[config.mk]
export PLATFORM = sky130hd
export DESIGN_NAME = rcr_reset_cause_recorder
export DESIGN_NICKNAME = d
export VERILOG_FILES = /design/src/design/rcr_pkg.sv /design/src/design/rcr_reset_cause_recorder.sv
export SDC_FILE = /design/constraint.sdc
export NUM_CORES = 1
export LEC_CHECK = 0
export ABC_AREA = 1
export BUFFER_PORTS_ARGS = -buffer_cell sky130_fd_sc_hd__clkbuf_2
export CAP_MARGIN = 20
export CORE_MARGIN = 4
export CORE_UTILIZATION = 51
export CTS_CLUSTER_SIZE = 25
export DETAILED_ROUTE_END_ITERATION = 8
export PLACE_DENSITY = 0.83
export SLEW_MARGIN = 10
export SYNTH_ARGS = -nofsm -noshare
export SYNTH_HDL_FRONTEND = slang
export SYNTH_SLANG_ARGS = --single-unit
[constraint.sdc]
create_clock -name ref_clk -period 3.3 [get_ports ref_clk]
set_input_delay 0.66 -clock ref_clk [delete_from_list [all_inputs] [get_ports ref_clk]]
set_output_delay 0.66 -clock ref_clk [all_outputs]
set_load 0.01 [all_outputs]
[src/design/rcr_pkg.sv]
package rcr_pkg;

	// Special-function register address of the reset cause register
	localparam logic [7:0] RCR_ADDR       = 8'hef;

	// Bit positions inside the reset cause register
	localparam int         BIT_UNUSED     = 7;
	localparam int         BIT_FLASH      = 6;
	localparam int         BIT_CMP        = 5;
	localparam int         BIT_SOFT       = 4;
	localparam int         BIT_WDOG       = 3;
	localparam int         BIT_CLK        = 2;
	localparam int         BIT_POR        = 1;
	localparam int         BIT_PIN        = 0;

	// Reset values
	localparam logic [7:0] FLAGS_RESET    = 8'h02;
	localparam logic       ENABLE_RESET   = 1'b0;

	// Length of the stretch that keeps the system reset held after its trigger ends
	localparam int         PULSE_NS       = 64;
	localparam int         CLK_NS         = 8;
	localparam logic [3:0] PULSE_CYCLES   = 4'((PULSE_NS + CLK_NS - 1) / CLK_NS);

	// Flash user code space limit
	localparam logic [15:0] CODE_LIMIT    = 16'h3dff;

	// Cause encoding, latched while the system reset is held
	typedef enum logic [2:0] {
		RCR_CAUSE_NONE,
		RCR_CAUSE_PIN,
		RCR_CAUSE_POR,
		RCR_CAUSE_CLK,
		RCR_CAUSE_WDOG,
		RCR_CAUSE_SOFT,
		RCR_CAUSE_CMP,
		RCR_CAUSE_FLASH
	} rcr_cause_t;

	// Special-function register bus request
	typedef struct packed {
		logic       wr;
		logic       rd;
		logic [7:0] addr;
		logic [7:0] wdata;
	} rcr_sfr_req_t;

	// Raw reset event inputs, already on ref_clk
	typedef struct packed {
		logic        por;
		logic        supply_low;
		logic        wdog_ovf;
		logic        clk_missing;
		logic        cmp_plus_lt_minus;
		logic        flash_acc;
		logic        flash_sec_fault;
		logic [15:0] flash_addr;
	} rcr_events_t;

endpackage

[src/design/rcr_reset_cause_recorder.sv]
`timescale 1ns/1ps
module rcr_reset_cause_recorder (
	input  wire logic                  ref_clk,
	input  wire logic                  rst,
	input  wire logic                  pin_reset_n,
	input  wire rcr_pkg::rcr_sfr_req_t sfr_req,
	input  wire rcr_pkg::rcr_events_t  events,
	output logic [7:0]                 sfr_rdata,
	output logic                       sfr_rdata_valid,
	output logic                       sys_reset
);

	////////////////////////////////////////////////////////////////////////
	// Pin synchroniser; the first stage feeds only the second

	logic pin_meta_q;
	logic pin_sync_q;

	always_ff @(posedge ref_clk) begin
		pin_meta_q <= pin_reset_n;
		pin_sync_q <= pin_meta_q;
	end

	wire pin_asserted = !pin_sync_q;

	////////////////////////////////////////////////////////////////////////
	// Register decode

	wire reg_hit = sfr_req.addr == rcr_pkg::RCR_ADDR;
	wire reg_wr  = sfr_req.wr && reg_hit;
	wire reg_rd  = sfr_req.rd && reg_hit;

	////////////////////////////////////////////////////////////////////////
	// Enables; the flag state is kept apart from them so a write disturbs the
	// recorded cause only through BIT_SOFT.

	logic cmp_en_q;
	logic clk_en_q;
	logic sup_en_q;
	logic in_reset_q;

	// Only the writable positions are taken from the write data; apart from
	// BIT_SOFT, which forces a software reset, the read-only flag positions and the top bit reach no state.
	wire wr_cmp_en = sfr_req.wdata[rcr_pkg::BIT_CMP];
	wire wr_clk_en = sfr_req.wdata[rcr_pkg::BIT_CLK];
	wire wr_sup_en = sfr_req.wdata[rcr_pkg::BIT_POR];

	// Every system reset drops the source enables, so firmware has to re-arm
	// them; a write that lands while the reset is held is refused.
	wire en_clear  = rst || in_reset_q;
	wire en_load   = reg_wr && !in_reset_q;

	always_ff @(posedge ref_clk) begin
		if (en_clear) begin
			cmp_en_q <= rcr_pkg::ENABLE_RESET;
		end else if (en_load) begin
			cmp_en_q <= wr_cmp_en;
		end
	end

	always_ff @(posedge ref_clk) begin
		if (en_clear) begin
			clk_en_q <= rcr_pkg::ENABLE_RESET;
		end else if (en_load) begin
			clk_en_q <= wr_clk_en;
		end
	end

	always_ff @(posedge ref_clk) begin
		if (en_clear) begin
			sup_en_q <= rcr_pkg::ENABLE_RESET;
		end else if (en_load) begin
			sup_en_q <= wr_sup_en;
		end
	end

	////////////////////////////////////////////////////////////////////////
	// Reset source detection

	wire flash_over  = events.flash_acc && (events.flash_addr > rcr_pkg::CODE_LIMIT);
	wire flash_fault = flash_over || events.flash_sec_fault;
	wire cmp_trip    = cmp_en_q && events.cmp_plus_lt_minus;
	wire clk_trip    = clk_en_q && events.clk_missing;
	wire sup_trip    = sup_en_q && events.supply_low;
	wire soft_trip   = reg_wr && sfr_req.wdata[rcr_pkg::BIT_SOFT];

	// Priority: power loss first, since other flags are meaningless after it
	rcr_pkg::rcr_cause_t cause_now;

	assign cause_now = (events.por || sup_trip) ? rcr_pkg::RCR_CAUSE_POR   :
	                   pin_asserted             ? rcr_pkg::RCR_CAUSE_PIN   :
	                   clk_trip                 ? rcr_pkg::RCR_CAUSE_CLK   :
	                   flash_fault              ? rcr_pkg::RCR_CAUSE_FLASH :
	                   events.wdog_ovf          ? rcr_pkg::RCR_CAUSE_WDOG  :
	                   cmp_trip                 ? rcr_pkg::RCR_CAUSE_CMP   :
	                   soft_trip                ? rcr_pkg::RCR_CAUSE_SOFT  :
	                                              rcr_pkg::RCR_CAUSE_NONE;

	wire trigger = cause_now != rcr_pkg::RCR_CAUSE_NONE;

	////////////////////////////////////////////////////////////////////////
	// Reset sequencer. A trigger holds the system reset for as long as it
	// lasts, then a fixed stretch follows, so downstream logic sees a clean
	// minimum-width reset even from a one-cycle software write.

	typedef enum logic [1:0] {
		SEQ_RUN,
		SEQ_HOLD,
		SEQ_STRETCH
	} rcr_seq_t;

	rcr_seq_t   seq_q;
	rcr_seq_t   seq_d;
	logic [3:0] pulse_q;
	logic [3:0] pulse_d;

	wire pulse_done = pulse_q == 4'h0;

	always_comb begin
		seq_d   = seq_q;
		pulse_d = pulse_q;
		case (seq_q)
			SEQ_RUN: begin
				if (trigger) begin
					seq_d   = SEQ_HOLD;
					pulse_d = rcr_pkg::PULSE_CYCLES;
				end
			end
			SEQ_HOLD: begin
				// A source that stays active keeps the count topped up
				if (trigger) begin
					pulse_d = rcr_pkg::PULSE_CYCLES;
				end else begin
					seq_d   = SEQ_STRETCH;
					pulse_d = pulse_q - 4'h1;
				end
			end
			SEQ_STRETCH: begin
				if (trigger) begin
					seq_d   = SEQ_HOLD;
					pulse_d = rcr_pkg::PULSE_CYCLES;
				end else if (pulse_done) begin
					seq_d   = SEQ_RUN;
				end else begin
					pulse_d = pulse_q - 4'h1;
				end
			end
			default: begin
				seq_d   = SEQ_RUN;
				pulse_d = '0;
			end
		endcase
	end

	// The reset output leaves a flop of its own, so it never glitches while
	// the sequencer changes state.
	always_ff @(posedge ref_clk) begin
		if (rst) begin
			seq_q      <= SEQ_RUN;
			pulse_q    <= '0;
			in_reset_q <= 1'b0;
		end else begin
			seq_q      <= seq_d;
			pulse_q    <= pulse_d;
			in_reset_q <= seq_d != SEQ_RUN;
		end
	end

	assign sys_reset = in_reset_q;

	////////////////////////////////////////////////////////////////////////
	// Cause flags; they survive the system reset they record. The local
	// rst is the recorder's own power-on reset.

	logic [6:0] cause_hot;
	wire  [6:0] cause_d;
	wire  [7:0] read_word;

	// One-hot image of the winning source, indexed by flag position
	always_comb begin
		cause_hot = '0;
		case (cause_now)
			rcr_pkg::RCR_CAUSE_POR:   cause_hot[rcr_pkg::BIT_POR]   = 1'b1;
			rcr_pkg::RCR_CAUSE_PIN:   cause_hot[rcr_pkg::BIT_PIN]   = 1'b1;
			rcr_pkg::RCR_CAUSE_CLK:   cause_hot[rcr_pkg::BIT_CLK]   = 1'b1;
			rcr_pkg::RCR_CAUSE_FLASH: cause_hot[rcr_pkg::BIT_FLASH] = 1'b1;
			rcr_pkg::RCR_CAUSE_WDOG:  cause_hot[rcr_pkg::BIT_WDOG]  = 1'b1;
			rcr_pkg::RCR_CAUSE_CMP:   cause_hot[rcr_pkg::BIT_CMP]   = 1'b1;
			rcr_pkg::RCR_CAUSE_SOFT:  cause_hot[rcr_pkg::BIT_SOFT]  = 1'b1;
			default:                  cause_hot = '0;
		endcase
	end

	// Every flag loads on a trigger, so the sources that lost are cleared on
	// the same edge that sets the winner; between triggers the word is frozen
	// and no write can reach it.
	for (genvar flag_idx = 0; flag_idx < rcr_pkg::BIT_UNUSED; flag_idx++) begin : g_flag
		logic flag_q;

		assign cause_d[flag_idx]   = trigger ? cause_hot[flag_idx] : flag_q;
		assign read_word[flag_idx] = flag_q;

		always_ff @(posedge ref_clk) begin
			if (rst) begin
				flag_q <= rcr_pkg::FLAGS_RESET[flag_idx];
			end else begin
				flag_q <= cause_d[flag_idx];
			end
		end
	end

	// The top bit has no storage behind it
	assign read_word[rcr_pkg::BIT_UNUSED] = 1'b0;

	////////////////////////////////////////////////////////////////////////
	// Read path; the word is captured on the strobe and then held, so the
	// value stays put even if a system reset lands right after the read.

	always_ff @(posedge ref_clk) begin
		if (rst) begin
			sfr_rdata       <= 8'h00;
			sfr_rdata_valid <= 1'b0;
		end else begin
			sfr_rdata_valid <= reg_rd;
			if (reg_rd) begin
				sfr_rdata <= read_word;
			end
		end
	end

endmodule // rcr_reset_cause_recorder

After elaboration in Yosys (flattened, before gate mapping)
Index checks and enable logic that the tools add are counted.
{"block": "totals", "inputBits": 44, "register_bits": 27}
{"block": "op_classes", "order_cmp": 1, "add_sub_neg": 1, "muxes": 24, "n_eq_ne": 12, "reduce_logical": 17}
{"op": "$mux 3", "count": 7}
{"op": "$gt 16x14->1 const B", "count": 1}
{"op": "$mux 4", "count": 4}
{"op": "$eq 3x3->1 const B", "count": 4}
{"op": "$pmux 4 s3", "count": 1}
{"op": "$eq 8x8->1 const B", "count": 1}
{"op": "$logic_and 1x1->1", "count": 8}
{"op": "$mux 2", "count": 4}
{"op": "$mux 1", "count": 7}
{"op": "$eq 3x2->1 const B", "count": 2}
{"op": "$pmux 2 s3", "count": 1}
{"op": "$logic_not 4->1", "count": 1}
{"op": "$sub 4x1->4 const B", "count": 1}
{"op": "$eq 3x1->1 const B", "count": 1}
{"op": "$logic_or 1x1->1", "count": 3}
{"op": "$ne 3x3->1 const B", "count": 1}
{"op": "$reduce_bool 3->1", "count": 1}
{"op": "$eq 2x1->1 const B", "count": 1}
{"op": "$eq 2x2->1 const B", "count": 1}
{"op": "$logic_not 2->1", "count": 1}
{"op": "$ne 2x2->1 const B", "count": 1}
{"op": "$reduce_and 2->1", "count": 1}
{"op": "$reduce_bool 2->1", "count": 1}
{"op": "$logic_not 1->1", "count": 1}

Longest topological paths before layout
Gate-level depths: netlist of run 1.
{"block": "depth", "word_depth": 14, "mapped_depth": 12, "mapped_depth_nobuf": 12}

Worst setup path after synthesis of run 1
Ideal clock, no wire load.
{"block": "synth_timing", "path_type": "input to register", "from": "input events[15] (netlist name)", "to": "register in_reset_q (netlist: sys_reset)", "required_time_ps": 3186, "arrival_time_ps": 1567, "path_buffers": 0, "path_slack_ps": 1620, "stages": 12, "cell_sequence": "nor2_1 -> o21ai_1 -> nand2_1 -> nand2_2 -> nor2_4 -> nand2_4 -> nor2_8 -> nand2_4 -> nand2_1 -> o21ai_1 -> nand2_1 -> nand2_1"}
{"block": "synth_via", "elab_chain_len": 11}
{"element": "start: declaration", "line_no": "rcr_reset_cause_recorder.sv:7", "source": "input wire rcr_pkg::rcr_events_t events,"}
{"element": "$gt 16x14->1 *", "line_no": "rcr_reset_cause_recorder.sv:80", "source": "wire flash_over = events.flash_acc && (events.flash_addr > rcr_pkg::CODE_LIMIT);"}
{"element": "$logic_and 1x1->1 *", "line_no": "rcr_reset_cause_recorder.sv:80"}
{"element": "$logic_or 1x1->1 *", "line_no": "rcr_reset_cause_recorder.sv:81", "source": "wire flash_fault = flash_over || events.flash_sec_fault;"}
{"element": "$mux 3 *", "line_no": "rcr_reset_cause_recorder.sv:93", "source": "flash_fault ? rcr_pkg::RCR_CAUSE_FLASH :"}
{"element": "$mux 3 *", "line_no": "rcr_reset_cause_recorder.sv:92", "source": "clk_trip ? rcr_pkg::RCR_CAUSE_CLK :"}
{"element": "$mux 3 *", "line_no": "rcr_reset_cause_recorder.sv:91", "source": "pin_asserted ? rcr_pkg::RCR_CAUSE_PIN :"}
{"element": "$mux 3 *", "line_no": "rcr_reset_cause_recorder.sv:90", "source": "assign cause_now = (events.por || sup_trip) ? rcr_pkg::RCR_CAUSE_POR :"}
{"element": "$reduce_bool 3->1 *", "line_no": "rcr_reset_cause_recorder.sv:99", "source": "wire trigger = cause_now != rcr_pkg::RCR_CAUSE_NONE;"}
{"element": "$mux 2, on equally long branches", "line_no": "rcr_reset_cause_recorder.sv:139, rcr_reset_cause_recorder.sv:124, rcr_reset_cause_recorder.sv:131"}
{"element": "$pmux 2 s3 *", "line_no": "rcr_reset_cause_recorder.sv:122", "source": "case (seq_q)"}
{"element": "$reduce_bool 2->1 *", "line_no": "rcr_reset_cause_recorder.sv:165", "source": "in_reset_q <= seq_d != SEQ_RUN;"}
{"element": "end signal: assignment", "line_no": "rcr_reset_cause_recorder.sv:161", "source": "in_reset_q <= 1'b0;"}
{"element": "end signal: assignment", "line_no": "rcr_reset_cause_recorder.sv:165"}
{"element": "end: declaration", "line_no": "rcr_reset_cause_recorder.sv:40", "source": "logic in_reset_q;"}
Every way passes the cells marked *; elsewhere a longest branch is shown, timed or not.
A chain may end at the register's enable or synchronous reset.

Final worst setup path of run 1
Ends and elaborated chain as after synthesis.

==> results.json, run 1 <==
{
  "grt_pass1_wl_mm": 4.49,
  "crit_top_cell": "nand2_1",
  "firstDrtPassIters": 4,
  "critPathCaptureType": "register",
  "period_minus_slack_ps": 1540,
  "hpwl_mm": 2.13,
  "cts_setup_buffers": 0,
  "critPathMaxFanout": 5,
  "final_common_cell": "clkbuf_2",
  "core_sq_um": 2520,
  "worst_path_dominant_cell_family": "simple AND/OR/NAND/NOR gates",
  "nFillCells": 239,
  "worst_setup_path_start_kind": "input pin",
  "placed_cells_incl_taps": 249,
  "cts.sinks": 27,
  "synth-edff-count": 0,
  "p_sw_w": 0.000159,
  "seqPwrFrac": 0.589,
  "postCtsHoldBufs": 0,
  "grt_pass1_vias": 1111,
  "drt_iter0_drc": 24,
  "use_met3": 0.0389,
  "crit_type": "in2reg",
  "synth-seq-cells": 27,
  "internal_power_w": 0.000419,
  "vias": 1206,
  "io_buffer_count": 39,
  "placed_area_sq_um": 1600,
  "wl_per_cell_um": 10.2,
  "syn_nets": 234,
  "max_freq_mhz": 649,
  "vias_per_cell": 4.77,
  "synth-main-ff-cell": "dfxtp_1",
  "crit_arrival_ps": 1780,
  "cts_tree": "done",
  "slew_violations": 0,
  "ys_warn_count": 0,
  "use_met1": 0.190,
  "clk_path_buf_depth": 2,
  "rows": 18,
  "drtAntennaViolNets": 0,
  "cts_buffers": 3,
  "power_frac_comb": 0.160,
  "dieWidth_um": 60.1,
  "max_stage_delay_ps": 140,
  "worst-path-buf-inv": 1,
  "cts_root_buf": "clkbuf_4",
  "cp_slowest_cell": "nor2_8",
  "path_cells": "clkbuf_2, nor2_1, o21ai_1, nand2_1, nand3_1, nand2_2, nand2_2, nor2_8, nand2_4, nand2_1, o21ai_1, nand2_1, nand2_1",
  "setup_viol": 0,
  "p_per_area_nw_per_um2": 355,
  "syn_inst": 184,
  "cp.required_ps": 3540,
  "drc": 0,
  "io_pins": 54,
  "antenna_found_initial": 0,
  "syn_area_sq_um": 1390,
  "finalCritPeriodShare": 0.467,
  "insertedDiodeCount": 0,
  "ys_seq_area_frac": 0.390,
  "power_leakage_nw": 0.788,
  "dieArea_sq_um": 3610,
  "timing.setup.tns_ps": 0,
  "switching_share": 0.276,
  "grt_max_degree": 17,
  "hold_viol": 0,
  "finalWeightedCongestion": 0.735,
  "clockPowerShare": 0.251,
  "syn_to_final_growth_pct": 17.6,
  "status": "finished clean",
  "synth_cell_type_count": 32,
  "grt_util_met2": 0.281,
  "most-common-layout-cells": "clkbuf_2 (39), nand2_1 (34), inv_1 (31)",
  "initial_core_util": 0.549,
  "instances_no_fill": 253,
  "clk_pin_slew_ps": 140,
  "rsz0062_at_grt": "no",
  "wirelength_mm": 2.59,
  "finalNetCount": 274,
  "skew_ps": 3.11,
  "postCtsResizedCells": 0,
  "die_y_um": 60.1,
  "drive_above_1_share": 0.274,
  "cts-htree-levels": 1,
  "maxCapViolCount": 0,
  "design_area_sq_um": 1630,
  "hp-class": "reg2reg",
  "clkLatencyLatePin_ps": 330,
  "async_flop_share": 0,
  "avgSynthCellArea_sq_um": 7.53,
  "utilization": 0.646,
  "grt_most_used_layer": "met2",
  "grt_use_total": 0.161,
  "grt.overflow.total": 0,
  "peakVddDrop_uv": 333
}
[cells in the mapped netlist (2+ instances only)]
master	number	area [sq um]
nor2_2	2	12.5
nand2_4	2	22.5
o21a_1	2	15.0
nand3_1	9	45.0
clkbuf_1	3	11.3
dfxtp_1	27	541
nand2_1	34	128
nor3_1	2	10.0
a21oi_1	16	80.1
ha_1	6	75.1
o21ai_1	3	15.0
nor2_1	14	52.6
o21ai_4	2	32.5
a21oi_2	2	17.5
nor4_1	2	12.5
nand2_2	3	18.8
o21ai_0	10	50.1
inv_1	31	116
[cell families after synthesis]
family,share of synthesized area
other cells,0.00271
compound gates,0.163
simple gates,0.277
xor+xnor,0.00632
buf+inv,0.107
flops,0.390
fa+ha+maj,0.0542
[sequential cells by signal, indices dropped and copies added (netlist names)]
name	cells
clk_en_q	1
pulse_q	4
seq_q	2
cmp_en_q	1
sfr_rdata_valid	1
pin_sync_q	1
sfr_rdata	7
g_flag.flag_q	7
sup_en_q	1
pin_meta_q	1
sys_reset	1
[stage by stage]
stage	setup WS, ps	total power (W)	hold WS [ps]
after global routing	1580	0.000615	369
final	1760	0.000578	345
after global placement	1430	0.000438	310
after CTS	1750	0.000586	345
after detailed placement	1390	0.000440	314
after floorplan	1620	0.000410	310
[worst register-to-register path, cell delays in order, from the launching register on]
cell     delay [ps]
dfxtp_1         340
inv_1           110
ha_1            150
nand2_1          50
nor2_1           80
inv_1            80
o21ai_4         230
o21ai_0         150
nor4_1          280
[metal layers]
layer  routed length (um)  part of all wire
met1                 1110              0.43
met2                 1360              0.52
met3                   90             0.035
met4                   30             0.012
met5                    0                 0
[path summary, 6_finish.rpt]
path | slack [ps] | to | startpoint | depth (start not counted)
setup / recovery | 1760 | sys_reset | events[15] | 13
hold / removal | 350 | pin_sync_q | pin_meta_q | 0
setup reg to reg | 1760 | pulse_q[2] | pulse_q[0] | 8
hold reg to reg | 350 | pin_sync_q | pin_meta_q | 0
[final cells by class]
class	count	area (sq um)	share of cell area
multi-input combinational	120	697	0.428
inverter	33	129	0.0791
tap	30	37.5	0.0230
sequential	27	541	0.332
timing repair buffer	39	195	0.120
clock inverter	1	7.51	0.00461
clock buffer	3	22.5	0.0138
[power groups by stage]
stage / clock network (W) / registers (W) / logic [W]
3_5_place_dp: 0 / 0.000348 / 0.0000928
3_3_place_gp: 0 / 0.000347 / 0.0000907
6_report: 0.000145 / 0.000340 / 0.0000927
4_1_cts: 0.000152 / 0.000341 / 0.0000934
2_1_floorplan: 0 / 0.000347 / 0.0000631
5_1_grt: 0.000167 / 0.000342 / 0.000107
Power figures use the tool's default switching activity.
==> run 2, diff against run 1 <==
--- a/config.mk
+++ b/config.mk
@@ -9,10 +9,10 @@
 export BUFFER_PORTS_ARGS = -buffer_cell sky130_fd_sc_hd__clkbuf_2
 export CAP_MARGIN = 20
 export CORE_MARGIN = 4
-export CORE_UTILIZATION = 51
+export CORE_UTILIZATION = 43
 export CTS_CLUSTER_SIZE = 25
 export DETAILED_ROUTE_END_ITERATION = 8
-export PLACE_DENSITY = 0.83
+export PLACE_DENSITY = 0.75
 export SLEW_MARGIN = 10
 export SYNTH_ARGS = -nofsm -noshare
 export SYNTH_HDL_FRONTEND = slang
==> constraint.sdc (replaced) <==
create_clock -name ref_clk -period 1.4 [get_ports ref_clk]
set_input_delay 0.28 -clock ref_clk [delete_from_list [all_inputs] [get_ports ref_clk]]
set_output_delay 0.28 -clock ref_clk [all_outputs]
set_load 0.01 [all_outputs]
==> run 2 against run 1 <==
  * The run now ends with setup timing left
  * Critical path type is now reg2reg
  * Sequential share of layout area shrank 4.2 points
  * Total power grew 150%
  * Core utilization shrank 3.4 points
  * Combinational power grew to 3.1 times the previous value
  * Cell area grew 16%
==> results.json, run 2 (synthesis gave the netlist of run 1 again) <==
{
  "status": "complete, but fails checks",
  "violations": "setup timing",
  "wl_per_cell_um": 10.0,
  "finalPower_w": 0.00143,
  "min_from": "pin_reset_n",
  "multi_input_area_sq_um": 781,
  "hold_depth": 1,
  "critPathCaptureType": "register",
  "grt.overflow.total": 0,
  "cp_slowest_cell": "dfxtp_2",
  "utilization": 0.611,
  "cts-htree-levels": 1,
  "hold_viol": 0,
  "wirelength_mm": 2.87,
  "r2r_cells": 8,
  "clkLatencyLatePin_ps": 320,
  "nFillCells": 309,
  "clk_pin_slew_ps": 150,
  "cp.required_ps": 1650,
  "p_sw_w": 0.000399,
  "dieArea_sq_um": 4190,
  "clk_path_buf_depth": 2,
  "finalNetCount": 293,
  "timing.setup.tns_ps": -73.6,
  "insertedDiodeCount": 0,
  "skew_ps": 4.93,
  "core_sq_um": 3080,
  "p_per_area_nw_per_um2": 759,
  "vias_per_cell": 4.51,
  "clockPowerShare": 0.238,
  "drc": 0,
  "rows": 20,
  "internal_power_w": 0.00103,
  "cts_tree": "done",
  "power_leakage_nw": 0.919,
  "r2r-end": "pulse_q[2]",
  "setup_viol": 2,
  "switching_share": 0.280,
  "postCtsHoldBufs": 0,
  "crit_type": "reg2reg",
  "dieWidth_um": 64.8,
  "power_frac_comb": 0.199,
  "period_minus_slack_ps": 1450,
  "reg.largest.list": "g_flag.flag_q (7), sfr_rdata (7), pulse_q (4)",
  "finalCritPeriodShare": 1.03,
  "cts_buffers": 3,
  "cts_root_buf": "clkbuf_4",
  "worst-path-buf-inv": 2,
  "seqPwrFrac": 0.562,
  "cts.sinks": 27,
  "initial_core_util": 0.450,
  "worst_setup_path_start_kind": "register",
  "worst_path_dominant_cell_family": "simple AND/OR/NAND/NOR gates",
  "firstDrtPassIters": 4,
  "hold_ws_ps": 44.0,
  "crit_top_cell": "inv_2",
  "maxCapViolCount": 0,
  "hpwl_mm": 2.26,
  "io_buffer_count": 39,
  "antenna_found_initial": 0,
  "drt_iter0_drc": 69,
  "fin_ws_ps": -46.7,
  "grt_pass1_wl_mm": 4.64,
  "vias": 1290,
  "crit_arrival_ps": 1690,
  "hp-class": "in2reg",
  "r2r_start": "pulse_q[1]",
  "min_to": "pin_meta_q",
  "grt_max_degree": 17,
  "most-common-layout-cells": "clkbuf_2 (39), nand2_1 (28), inv_1 (27)",
  "max_freq_mhz": 691,
  "drive_above_1_share": 0.430,
  "die_y_um": 64.8,
  "finalWeightedCongestion": 0.705,
  "worst-path-stages": 8,
  "max_stage_delay_ps": 350,
  "critPathMaxFanout": 8,
  "seqCellArea_sq_um": 546,
  "place_ws_ps": -116,
  "grt_use_total": 0.138,
  "grt_pass1_vias": 1161,
  "syn_to_final_growth_pct": 35.9,
  "drtAntennaViolNets": 0,
  "peakVddDrop_uv": 716,
  "rrSetupSlack_ps": -50,
  "final_common_cell": "clkbuf_2",
  "slew_violations": 0,
  "io_pins": 54,
  "rsz0062_at_grt": "yes",
  "path_cells": "inv_2, ha_4, nand2_2, nor2_2, inv_2, o21ai_4, o21ai_2, nor4_1"
}
==> run 2: cell count changes in the layout (fill, tap and decap cells not counted), moves of 4 or more <==
cell / previous run / this run
nand2_1: 34 / 28
dfxtp_2: 0 / 4
inv_1: 31 / 27
dfxtp_1: 27 / 23
inv_2: 0 / 4
buf_4: 0 / 18
a21oi_1: 16 / 12
==> run 2: how the worst max path moves through the flow <==
stage	end	slack (ps)	start
floorplan	pulse_q[2]	50	pulse_q[0]
global placement	sys_reset	-90	events[15]
detailed placement	sys_reset	-120	events[15]
CTS	pulse_q[3]	-50	pulse_q[0]
global route	pulse_q[2]	-160	pulse_q[0]
finish	pulse_q[2]	-50	pulse_q[1]
==> run 2: cell type report <==
class / count / share of cell area
clock buffers: 3 / 0.0120
clock inverters: 1 / 0.00399
inverters: 33 / 0.0685
multi-input cells: 120 / 0.415
flip-flops and latches: 27 / 0.290
well taps: 44 / 0.0293
repair buffers: 58 / 0.182
==> run 2: power groups by stage <==
stage	Combinational, W	Sequential (W)	Clock, W
final	0.000284	0.000803	0.000340
after global routing	0.000318	0.000806	0.000389
after CTS	0.000265	0.000801	0.000350
after detailed placement	0.000258	0.000818	0
after global placement	0.000252	0.000817	0
after floorplan	0.000149	0.000818	0
==> run 2: repair_timing <==
item | 4_1_cts | 5_1_grt
pin swaps | 7 | 9
buffers inserted | 0 | 2
resized for setup | 9 | 24
setup endpoints to repair | 6 | 12
==> run 2: layer usage <==
layer,up-vias,share of wire,track usage
li1,696,-,-
met1,564,0.41,0.155
met2,24,0.52,0.252
met3,6,0.051,0.0364
met4,0,0.014,0.0396
met5,-,0,0
==> run 2: stage by stage <==
stage               instance area (sq um)  instances
floorplan                            1390        184
global placement                     1740        280
detailed placement                   1740        280
CTS                                  1800        284
global route                         1880        286
finish                               1880        286
==> run 2: worst register-to-register path: stages (launching register included) <==
cell and delay [ps]:
dfxtp_2 350, inv_2 70, ha_4 130, nand2_2 50, nor2_2 120, inv_2 60, o21ai_4 250, o21ai_2 110
nor4_1 230
==> run 3, diff against run 2 <==
--- a/config.mk
+++ b/config.mk
@@ -8,7 +8,6 @@
 export ABC_AREA = 1
 export BUFFER_PORTS_ARGS = -buffer_cell sky130_fd_sc_hd__clkbuf_2
 export CAP_MARGIN = 20
-export CORE_MARGIN = 4
 export CORE_UTILIZATION = 43
 export CTS_CLUSTER_SIZE = 25
 export DETAILED_ROUTE_END_ITERATION = 8
==> run 3 against run 2 <==
  * Largest power group unchanged
  * Critical path depth rose by 2
  * Total power increased by 2.7%
  * Final cell count rose by 1.7%
  * The flow still finishes with violations (setup timing)
  * First-iteration DRC count shrank 64%
  * Clock skew fell by 1.0 ps
  * Worst setup slack lost 66 ps
  * Register-to-register slack lost 70 ps
  * Hold slack got worse by 7.3 ps
==> results.json, run 3 (synthesis gave the netlist of run 1 again) <==
{
  "vias": 1311,
  "grt.overflow.total": 0,
  "drt_iter0_drc": 25,
  "wirelength_mm": 3.01,
  "worst_setup_path_start_kind": "register",
  "finalCritPeriodShare": 1.08,
  "power_leakage_nw": 0.931,
  "switching_share": 0.287,
  "clkLatencyLatePin_ps": 330,
  "path_cells": "inv_2, ha_4, nand2_2, nor2_2, inv_2, o21ai_4, buf_4, inv_2, nor2_2, nor4_2",
  "power_frac_comb": 0.217,
  "crit_top_cell": "inv_2",
  "hold_depth": 1,
  "cp_slowest_cell": "dfxtp_2",
  "grt_use_total": 0.176,
  "r2r_start": "pulse_q[0]",
  "grt_max_degree": 17,
  "violations": "setup timing",
  "r2r_cells": 10,
  "most-common-layout-cells": "clkbuf_2 (39), nand2_1 (27), inv_1 (25)",
  "skew_ps": 3.92,
  "dieWidth_um": 58.8,
  "crit_arrival_ps": 1750,
  "wl_per_cell_um": 10.3,
  "p_sw_w": 0.000421,
  "hold_ws_ps": 36.7,
  "slew_violations": 0,
  "rsz0062_at_grt": "yes",
  "drtAntennaViolNets": 0,
  "syn_to_final_growth_pct": 40.7,
  "io_pins": 54,
  "io_buffer_count": 39,
  "rows": 20,
  "finalNetCount": 298,
  "postCtsHoldBufs": 0,
  "drc": 0,
  "clockPowerShare": 0.236,
  "internal_power_w": 0.00105,
  "hpwl_mm": 2.18,
  "multi_input_area_sq_um": 807,
  "clk_pin_slew_ps": 150,
  "max_stage_delay_ps": 360,
  "hold_viol": 0,
  "reg.largest.list": "g_flag.flag_q (7), sfr_rdata (7), pulse_q (4)",
  "critPathCaptureType": "register",
  "setup_viol": 6,
  "cp.required_ps": 1640,
  "nFillCells": 311,
  "min_to": "pin_meta_q",
  "cts_tree": "done",
  "clk_path_buf_depth": 2,
  "status": "complete, but fails checks",
  "cts.sinks": 27,
  "hp-class": "in2reg",
  "insertedDiodeCount": 0,
  "finalWeightedCongestion": 0.736,
  "dieArea_sq_um": 3450,
  "antenna_found_initial": 0,
  "firstDrtPassIters": 4,
  "seqPwrFrac": 0.548,
  "r2r-end": "pulse_q[1]",
  "drive_above_1_share": 0.474,
  "cts_root_buf": "clkbuf_4",
  "cts_buffers": 3,
  "worst-path-buf-inv": 4,
  "critPathMaxFanout": 8,
  "grt_pass1_vias": 1210,
  "period_minus_slack_ps": 1510,
  "vias_per_cell": 4.51,
  "peakVddDrop_uv": 471,
  "initial_core_util": 0.454,
  "fin_ws_ps": -113,
  "cts-htree-levels": 1,
  "seqCellArea_sq_um": 546,
  "final_common_cell": "clkbuf_2",
  "maxCapViolCount": 0,
  "worst_path_dominant_cell_family": "flip-flops",
  "max_freq_mhz": 661,
  "die_y_um": 58.8,
  "grt_pass1_wl_mm": 4.62,
  "min_from": "pin_reset_n",
  "p_per_area_nw_per_um2": 753,
  "utilization": 0.639,
  "rrSetupSlack_ps": -110,
  "core_sq_um": 3050,
  "crit_type": "reg2reg"
}
## run 3: cell types whose count changed in the layout (fill, tap and decap cells not counted), moves of 2 or more
| cell | before | now |
|---|---|---|
| nor2_1 | 12 | 9 |
| nor2_2 | 4 | 7 |
| inv_1 | 27 | 25 |
| nand2_2 | 6 | 8 |
| nor4_1 | 2 | 0 |
| nor4_2 | 0 | 2 |
| inv_2 | 4 | 6 |
| buf_4 | 18 | 22 |
## run 3: stage by stage
| stage | setup WS [ps] | instances | instance area, sq um | total power [W] | setup TNS [ps] |
|---|---|---|---|---|---|
| after global placement | -75.2 | 281 | 1750 | 0.00107 | -284 |
| after floorplan | 46.4 | 184 | 1390 | 0.000967 | 0 |
| after global routing | -170 | 291 | 1950 | 0.00154 | -1000 |
| final | -113 | 291 | 1950 | 0.00147 | -441 |
| after CTS | -63.7 | 285 | 1800 | 0.00143 | -252 |
| after detailed placement | -103 | 281 | 1750 | 0.00108 | -560 |
## run 3: final cells by class
class / count / share of cell area
Clock buffer: 3 / 0.0116
Sequential cell: 27 / 0.280
Clock inverter: 1 / 0.00385
Inverter: 33 / 0.0661
Multi-Input combinational cell: 120 / 0.414
Tap cell: 44 / 0.0282
Timing Repair Buffer: 63 / 0.196
## run 3: worst max path at each step
stage	startpoint	end	slack, ps	depth (start not counted)
after floorplan	pulse_q[0]	pulse_q[2]	50	8
after global placement	pulse_q[1]	pulse_q[2]	-80	8
after detailed placement	events[15]	sys_reset	-100	13
after CTS	pulse_q[1]	pulse_q[1]	-60	8
after global routing	pulse_q[1]	pulse_q[0]	-170	9
final	pulse_q[0]	pulse_q[1]	-110	10
## run 3: what timing repair did
| item | in CTS | in global routing |
|---|---|---|
| pin swaps | 4 | 9 |
| setup endpoints to repair | 6 | 11 |
| buffers inserted | 0 | 6 |
| resized for setup | 8 | 33 |
## run 3: power groups by stage
stage / Clock, W / Combinational, W / Sequential [W]
after floorplan: 0 / 0.000149 / 0.000818
after global placement: 0 / 0.000256 / 0.000818
after detailed placement: 0 / 0.000262 / 0.000819
final: 0.000346 / 0.000318 / 0.000803
after CTS: 0.000360 / 0.000270 / 0.000802
after global routing: 0.000384 / 0.000354 / 0.000805
## run 3: worst register-to-register path: stages, from the launching register on
cell     delay [ps]
dfxtp_2         360
inv_2            80
ha_4            130
nand2_2          60
nor2_2          110
inv_2            60
o21ai_4         290
buf_4           180
inv_2            30
nor2_2           80
nor4_2           50
## run 3: routing by layer
| layer | global-route usage | up-vias | wire (um) |
|---|---|---|---|
| met1 | 0.174 | 579 | 1230 |
| li1 | - | 706 | - |
| met4 | 0.0612 | 0 | 34 |
| met3 | 0.0418 | 5 | 95 |
| met5 | 0 | - | 0 |
| met2 | 0.351 | 21 | 1650 |
